[src/logic/amux_pkg.sv]
// Purpose: constants and carriers for the converter positive-input multiplexer control
// Assumes: 8-bit special-function-register bus, byte addresses as printed
// Notes:   offset registers are on a paged bus; page is decoded outside this block
package amux_pkg;

	// ----------------------------------------------------------------
	// register map
	// ----------------------------------------------------------------
	localparam logic [7:0] TEMP_OFFSET_LOW_ADDR  = 8'h85;
	localparam logic [7:0] TEMP_OFFSET_HIGH_ADDR = 8'h86;
	localparam logic [7:0] INPUT_SELECT_ADDR     = 8'hbb;
	// sensor enable shares the reference control register; only its enable bit is kept here
	localparam logic [7:0] SENSOR_CTRL_ADDR      = 8'hd1;

	localparam int CHAN_MSB       = 4;
	localparam int CHAN_W         = 5;
	localparam int SENSOR_EN_BIT  = 2;
	localparam int OFFSET_W       = 10;
	localparam int OFFSET_LOW_LSB = 6;

	localparam logic [4:0] CHAN_RESET    = 5'h1f;
	localparam logic [7:0] READ_ZERO     = 8'h00;

	// ----------------------------------------------------------------
	// channel codes
	// ----------------------------------------------------------------
	localparam logic [4:0] CH_P0_FIRST = 5'h00;
	localparam logic [4:0] CH_P0_LAST  = 5'h07;
	localparam logic [4:0] CH_P1_FIRST = 5'h0d;
	localparam logic [4:0] CH_P1_LAST  = 5'h0f;
	localparam logic [4:0] CH_P2_FIRST = 5'h10;
	localparam logic [4:0] CH_P2_LAST  = 5'h16;
	localparam logic [4:0] CH_TEMP     = 5'h1b;
	localparam logic [4:0] CH_SUPPLY_A = 5'h1c;
	localparam logic [4:0] CH_DIGITAL  = 5'h1d;
	localparam logic [4:0] CH_SUPPLY_B = 5'h1e;
	localparam logic [4:0] CH_GROUND   = 5'h1f;

	// first port 1 pin reachable through the mux
	localparam int P1_PIN_BASE = 5;

	// ----------------------------------------------------------------
	// carriers
	// ----------------------------------------------------------------
	typedef struct packed {
		logic       wr;
		logic       rd;
		logic [7:0] addr;
		logic [7:0] wdata;
	} sfr_req_t;

	typedef struct packed {
		logic [7:0] p0;
		logic [7:0] p1;
		logic [7:0] p2;
		logic       temp;
		logic       supply;
		logic       digital;
		logic       ground;
	} switch_t;

endpackage

[src/logic/offset_store.sv]
// Purpose: holds the factory temperature offset word and serves its two bytes
// Assumes: trim word arrives on a port from non-volatile trim logic
// Notes:   read data registered; the word is captured each clock and clears to zero on reset
`timescale 1ns/1ns
module offset_store
	import amux_pkg::*;
(
	input  wire logic                clk_i,       // system clock
	input  wire logic                resetn_i,    // async reset, low
	input  wire logic [OFFSET_W-1:0] trim_i,      // factory measured value
	input  wire logic                sel_high_i,  // 1 high byte, 0 low byte
	output logic      [7:0]          rdata_o      // registered byte
);

	typedef struct packed {
		logic [OFFSET_W-1:0] word;
		logic [7:0]          rdata;
	} store_t;

	store_t st_reg;
	store_t st_next;

	always_comb begin
		st_next = st_reg;
		st_next.word = trim_i;
		if (sel_high_i) begin
			st_next.rdata = st_reg.word[OFFSET_W-1:2];
		end else begin
			st_next.rdata = {st_reg.word[1:0], 6'h00};
		end
	end

	always_ff @(posedge clk_i or negedge resetn_i) begin
		if (!resetn_i) begin
			st_reg <= '0;
		end else begin
			st_reg <= st_next;
		end
	end

	assign rdata_o = st_reg.rdata;

endmodule

[src/logic/adc_input_mux_select.sv]
// Purpose: channel-select register and analog switch decode for the converter positive input
// Assumes: single-cycle sfr strobes; read data valid the cycle after rd
// Notes:   sensor enable bit lives in a small control register of this block
//
// What this block does
// - five-bit read/write channel field in bits 4:0, resets to ground code.
// - bits 7:5 of the select register read zero, writes ignored.
// - codes map to port 0 pins 0-7, port 1 pins 5-7, port 2 pins 0-6.
// - internal codes select sensor, main supply twice, digital supply, ground.
// - sensor stays high impedance while its enable bit is clear.
// - read-only ten-bit offset, bits 9:2 in the high byte register.
// - offset registers hold the production sensor result; the stored word clears to zero on reset.
// - offset low bits sit in bits 7:6, bits 5:0 read zero.
`timescale 1ns/1ns
module adc_input_mux_select
	import amux_pkg::*;
(
	input  wire logic                clk_i,           // system clock 100 MHz
	input  wire logic                resetn_i,        // async reset, low
	input  wire sfr_req_t            sfr_i,           // register bus request
	output logic      [7:0]          rdata_o,         // register read data
	input  wire logic [OFFSET_W-1:0] trim_i,          // factory offset word
	output switch_t                  switch_o,        // positive_input_switch controls
	output logic                     sensor_en_o,     // sensor_enable_bit, drives sensor
	output logic                     sensor_hiz_o     // sensor output high impedance
);

	// ----------------------------------------------------------------
	// state
	// ----------------------------------------------------------------
	typedef enum logic [1:0] {
		RD_SEL    = 2'b01,
		RD_OFFSET = 2'b10
	} rd_src_t;

	typedef struct packed {
		logic [CHAN_W-1:0] positive_channel_code;
		logic              sensor_enable_bit;
		switch_t           sw;
		logic              hiz;
		logic [7:0]        local_rdata;
		rd_src_t           rd_src;
	} mux_state_t;

	mux_state_t st_reg;
	mux_state_t st_next;
	logic [7:0] offset_rdata;
	logic       chan_wr;
	logic       ctrl_wr;

	offset_store u_offset (
		.clk_i      (clk_i),
		.resetn_i   (resetn_i),
		.trim_i     (trim_i),
		.sel_high_i (sfr_i.addr == TEMP_OFFSET_HIGH_ADDR),
		.rdata_o    (offset_rdata)
	);

	// ----------------------------------------------------------------
	// one-hot decode of a channel code
	// ----------------------------------------------------------------
	function automatic switch_t decode(input logic [CHAN_W-1:0] code);
		switch_t s;
		s = '0;
		if (code <= CH_P0_LAST) begin
			s.p0[code[2:0]] = 1'b1;
		end else if (code >= CH_P1_FIRST && code <= CH_P1_LAST) begin
			s.p1[3'(code - CH_P1_FIRST) + 3'(P1_PIN_BASE)] = 1'b1;
		end else if (code >= CH_P2_FIRST && code <= CH_P2_LAST) begin
			s.p2[code[2:0]] = 1'b1;
		end else begin
			case (code)
				CH_TEMP:     s.temp = 1'b1;
				CH_SUPPLY_A: s.supply = 1'b1;
				CH_SUPPLY_B: s.supply = 1'b1;
				CH_DIGITAL:  s.digital = 1'b1;
				CH_GROUND:   s.ground = 1'b1;
				default:     s = '0;
			endcase
		end
		return s;
	endfunction

	// ----------------------------------------------------------------
	// next state
	// ----------------------------------------------------------------
	assign chan_wr = sfr_i.wr && sfr_i.addr == INPUT_SELECT_ADDR;
	assign ctrl_wr = sfr_i.wr && sfr_i.addr == SENSOR_CTRL_ADDR;

	always_comb begin
		st_next = st_reg;
		if (chan_wr) begin
			// upper bits dropped on purpose
			st_next.positive_channel_code = sfr_i.wdata[CHAN_MSB:0];
		end
		if (ctrl_wr) begin
			st_next.sensor_enable_bit = sfr_i.wdata[SENSOR_EN_BIT];
		end
		// switches follow the register; the caller owns the ground step before the sensor
		st_next.sw  = decode(st_next.positive_channel_code);
		st_next.hiz = !st_next.sensor_enable_bit;
		if (sfr_i.rd) begin
			st_next.rd_src = RD_SEL;
			case (sfr_i.addr)
				INPUT_SELECT_ADDR: st_next.local_rdata =
					{3'b000, st_reg.positive_channel_code};
				SENSOR_CTRL_ADDR: begin
					// other reference control bits belong to a neighbouring unit and read zero here
					st_next.local_rdata                = READ_ZERO;
					st_next.local_rdata[SENSOR_EN_BIT] = st_reg.sensor_enable_bit;
				end
				TEMP_OFFSET_HIGH_ADDR, TEMP_OFFSET_LOW_ADDR: begin
					st_next.rd_src      = RD_OFFSET;
					st_next.local_rdata = READ_ZERO;
				end
				default: st_next.local_rdata = READ_ZERO;
			endcase
		end
	end

	always_ff @(posedge clk_i or negedge resetn_i) begin
		if (!resetn_i) begin
			st_reg                       <= '0;
			st_reg.positive_channel_code <= CHAN_RESET;
			st_reg.sw.ground             <= 1'b1;
			st_reg.hiz                   <= 1'b1;
			st_reg.rd_src                <= RD_SEL;
		end else begin
			st_reg <= st_next;
		end
	end

	// ----------------------------------------------------------------
	// outputs
	// ----------------------------------------------------------------
	// offset byte is registered inside the store, so both paths are flop outputs
	assign rdata_o      = (st_reg.rd_src == RD_OFFSET) ? offset_rdata : st_reg.local_rdata;
	assign switch_o     = st_reg.sw;
	assign sensor_en_o  = st_reg.sensor_enable_bit;
	assign sensor_hiz_o = st_reg.hiz;

endmodule

[config.mk]
export PLATFORM = sky130hd
export DESIGN_NAME = adc_input_mux_select
export DESIGN_NICKNAME = d
export VERILOG_FILES = /design/src/logic/amux_pkg.sv /design/src/logic/offset_store.sv /design/src/logic/adc_input_mux_select.sv
export SDC_FILE = /design/constraint.sdc
export NUM_CORES = 1
export LEC_CHECK = 0
export BUFFER_PORTS_ARGS = -buffer_cell sky130_fd_sc_hd__buf_2
export CAP_MARGIN = 20
export CORE_UTILIZATION = 40
export DETAILED_ROUTE_END_ITERATION = 8
export SETUP_SLACK_MARGIN = 0.5
export SYNTH_ARGS = -nofsm -noshare
export SYNTH_HDL_FRONTEND = slang
export SYNTH_SLANG_ARGS = --single-unit
export TNS_END_PERCENT = 1
[constraint.sdc]
create_clock -name clk_i -period 1.6 [get_ports clk_i]
set_clock_uncertainty 0.15 [all_clocks]
set_input_delay 0.08 -clock clk_i [delete_from_list [all_inputs] [get_ports clk_i]]
set_output_delay 0.08 -clock clk_i [all_outputs]
set_load 0.02 [all_outputs]
==> flow_metrics.env <==
export IMPL_outcome="complete, but fails checks"
export IMPL_violations="DRC, hold timing, setup timing"
export IMPL_post_route_drc_count=10
export IMPL_hold_viol=8
export IMPL_drv_cap=0
export IMPL_wire_per_inst_microns=13.4
export IMPL_cts_sinks=60
export IMPL_synthCells=229
export IMPL_die_area_sq_um=7100
export IMPL_intPower_mw=2.26
export IMPL_synth_compound_area_share_pct=2.13
export IMPL_max_freq_mhz=601
export IMPL_cp_startpoint="st_reg[0]"
export IMPL_via_count=1797
export IMPL_path_buf_inv=1
export IMPL_drtPass1Iterations=6
export IMPL_syn_area_sq_um=2710
export IMPL_place_gp_congestion=0.741
export IMPL_setup_violations=8
export IMPL_clk_latency_ps=330
export IMPL_hold_ws_ps=-86.6
export IMPL_yosys_area_share_adder_pct=0
export IMPL_grt_antenna_before_repair=0
export IMPL_wl_microns=5140
export IMPL_finalPower_mw=3.03
export IMPL_netSwitchingPower_mw=0.770
export IMPL_wl_met2_microns=2470
export IMPL_final_setup_worst_slack_ps=-64.1
export IMPL_hold_class="in -> reg"
export IMPL_whs_path_depth=3
export IMPL_synth_top_area_share_pct=48.1
export IMPL_power_frac_comb_pct=9.7
export IMPL_start_kind="register"
export IMPL_path_delay_family="flip-flops"
export IMPL_yosysTopAreaCell="dfrtp_1"
export IMPL_wl_met3_microns=223
export IMPL_r2r_cells=3
export IMPL_grt_pass1_vias=1807
export IMPL_routed_via_density=4.69
export IMPL_cts_tree="done"
export IMPL_antenna_cells=0
export IMPL_synth_xor_area_share_pct=0.324
export IMPL_async_flop_share_pct=100
export IMPL_cp_end_kind="output port"
export IMPL_hpwlAfterDp_microns=3320
export IMPL_grt_overflow_total=0
export IMPL_synth_distinct_cells=36
export IMPL_ys_seq_area_share_pct=55.8
export IMPL_drive_gt1_share_pct=43.5
export IMPL_synthMuxAreaShare_pct=13.9
export IMPL_grt_pass1_wl_microns=8690
export IMPL_dp_cells=346
export IMPL_p_leak_nw=1.84
export IMPL_reg2reg_to="switch_o[9]"
export IMPL_cpMaxStageDelayCell="dfstp_2"
export IMPL_critPathKind="reg -> out"
export IMPL_worst_r2r_setup_slack_ps=170
export IMPL_arrival_ps=1430
export IMPL_drt_iter0_drc=80
export IMPL_ios=68
export IMPL_placed_area_sq_um=2970
export IMPL_h_tree_depth=3
export IMPL_power_frac_seq_pct=52.6
export IMPL_fill_cells=573
export IMPL_powerDensity_nw_per_um2=842
export IMPL_track_usage_pct=16.1
export IMPL_wirelength_met1_microns=2340
export IMPL_clk_pin_slew_ps=70
export IMPL_ys_flop_type="dfrtp_1"
export IMPL_synth_edf_count=0
export IMPL_slowest_delay_ps=380
export IMPL_peakVddDrop_mv=0.424
export IMPL_num_nets_final=331
export IMPL_tightest_slew_ps=546
export IMPL_ys_warn_count=0
export IMPL_ys_top_cells_by_count="dfrtp_1 (52), nand2_1 (42), buf_4 (29)"
export IMPL_synth_top_family_by_area="simple AND/OR/NAND/NOR gates"
export IMPL_portBuffers=64
export IMPL_start_util_pct=42.1
export IMPL_clk_path_buf_depth=2
export IMPL_areaGrowthSynthToFinish_pct=33.0
export IMPL_grt_max_degree=23
export IMPL_timing_final_crit_period_ps=1660
export IMPL_rows=29
export IMPL_crit_fanout=7
export IMPL_die_h_microns=84.3
export IMPL_max_slew_margin_rel_pct=63.6
export IMPL_cts_hold_buf=19
export IMPL_synth_simple_gate_area_share_pct=17.2
export IMPL_min_delay_start="sfr_i[17]"
export IMPL_largest_register_ffs=28
export IMPL_final_cell_count_no_fill=383
export IMPL_ys_top_cells_by_area="dfrtp_1 (48%), mux2i_1 (8.5%), buf_4 (8.0%), dfstp_2 (7.8%), nand2_1 (5.8%)"
export IMPL_fin_crit_sh_pct=104
export IMPL_root_buffer="clkbuf_8"
export IMPL_coreArea_sq_um=6420
export IMPL_die_w_microns=84.3
export IMPL_drv_slew=0
export IMPL_crit_chain="nor2_4 > mux2_4 > buf_6"
export IMPL_cts_made_buffers=9
export IMPL_clkPwrFrac_pct=37.7
export IMPL_ant_nets=0
export IMPL_synth_ff_latch_count=60
export IMPL_switching_share_pct=25.4
export IMPL_min_to="sensor_hiz_o"
export IMPL_top_layer="met4"
export IMPL_avgSynthCellArea_sq_um=11.8
export IMPL_r2r_start="st_reg[40]"
export IMPL_cp_required_ps=1370
export IMPL_stdcell_area_sq_um=3600
export IMPL_rsz0062_at_grt="true"
export IMPL_synthMostInstantiatedCell="dfrtp_1"
cell families after synthesis:
family | after synthesis
other | 1
buffers and inverters | 37
AO/OA/AOI/OAI | 7
XOR/XNOR | 1
multiplexers | 36
AND/OR/NAND/NOR | 87
flip-flops | 60
cell usage in the layout, fill, tap and decap left out, drive strengths merged:
cell	count
a22o	4
nor2b	6
o21ai	1
and4	1
and4b	3
and3	3
mux2	13
nor4bb	1
buf	72
inv	2
nand4	1
mux2i	23
nor2	4
dfrtp	52
and2	11
dfstp	8
xor2	1
nand3	4
clkinv	5
nor3	2
a221o	1
nand2	42
nor4b	1
o21a	1
clkinvlp	2
and3b	4
clkbuf	9
conb	6
dlygate4sd3	19
nor3b	4
stage by stage:
stage / util (%) / TNS (ps) / hold WS, ps / setup slack (ps)
after floorplan: - / 0 / -366 / 353
after global placement: 46.3 / 0 / -57.1 / 110
after detailed placement: 46.3 / 0 / -47.3 / 101
after CTS: 54.6 / -579 / -113 / -95.4
after global routing: 56.0 / -988 / -68.1 / -137
final: 56.0 / -341 / -86.6 / -64.1
cell type report:
class	count	area, sq um	area share [%]
clock inverters	7	43.8	1.22
repair buffers	91	734	20.4
well taps	77	96.3	2.68
clock buffers	9	124	3.44
flip-flops and latches	60	1510	42.0
multi-input cells	137	1080	30.0
inverters	2	7.51	0.209
metal layers:
metal  GRT usage (%)  vias to the layer above
met4            9.87                        0
met3            3.64                       11
li1                -                      882
met2            25.3                       54
met1            20.2                      850
met5               0                        -
power by group through the flow:
stage                     Sequential (mW)  Clock (mW)  Combinational [mW]
after floorplan                      1.61           0               0.124
after global placement               1.61           0               0.227
after detailed placement             1.61           0               0.230
after CTS                            1.59        1.19               0.280
after global routing                 1.60        1.27               0.322
final                                1.59        1.14               0.293
worst max path at each step:
stage | end | slack (ps) | cells after the start
after detailed placement | switch_o[9] | 100 | 5
after global placement | switch_o[9] | 110 | 5
after CTS | rdata_o[4] | -100 | 3
after floorplan | u_offset.rdata_o[6] | 350 | 4
final | rdata_o[4] | -60 | 3
after global routing | rdata_o[4] | -140 | 3
worst min-delay path: cells and delay by family:
kind / cells / cell delay, ps
and+or+nand+nor: 1 / 110
muxes: 1 / 90
buffers and inverters: 1 / 110
repair_timing:
item	in CTS	in global routing
endpoints found under the setup margin	39	49
hold endpoints to repair	83	5
resized for setup	46	29
pin swaps	15	17
setup buffers	2	0
Note: power is estimated with default switching activity, not from simulation.
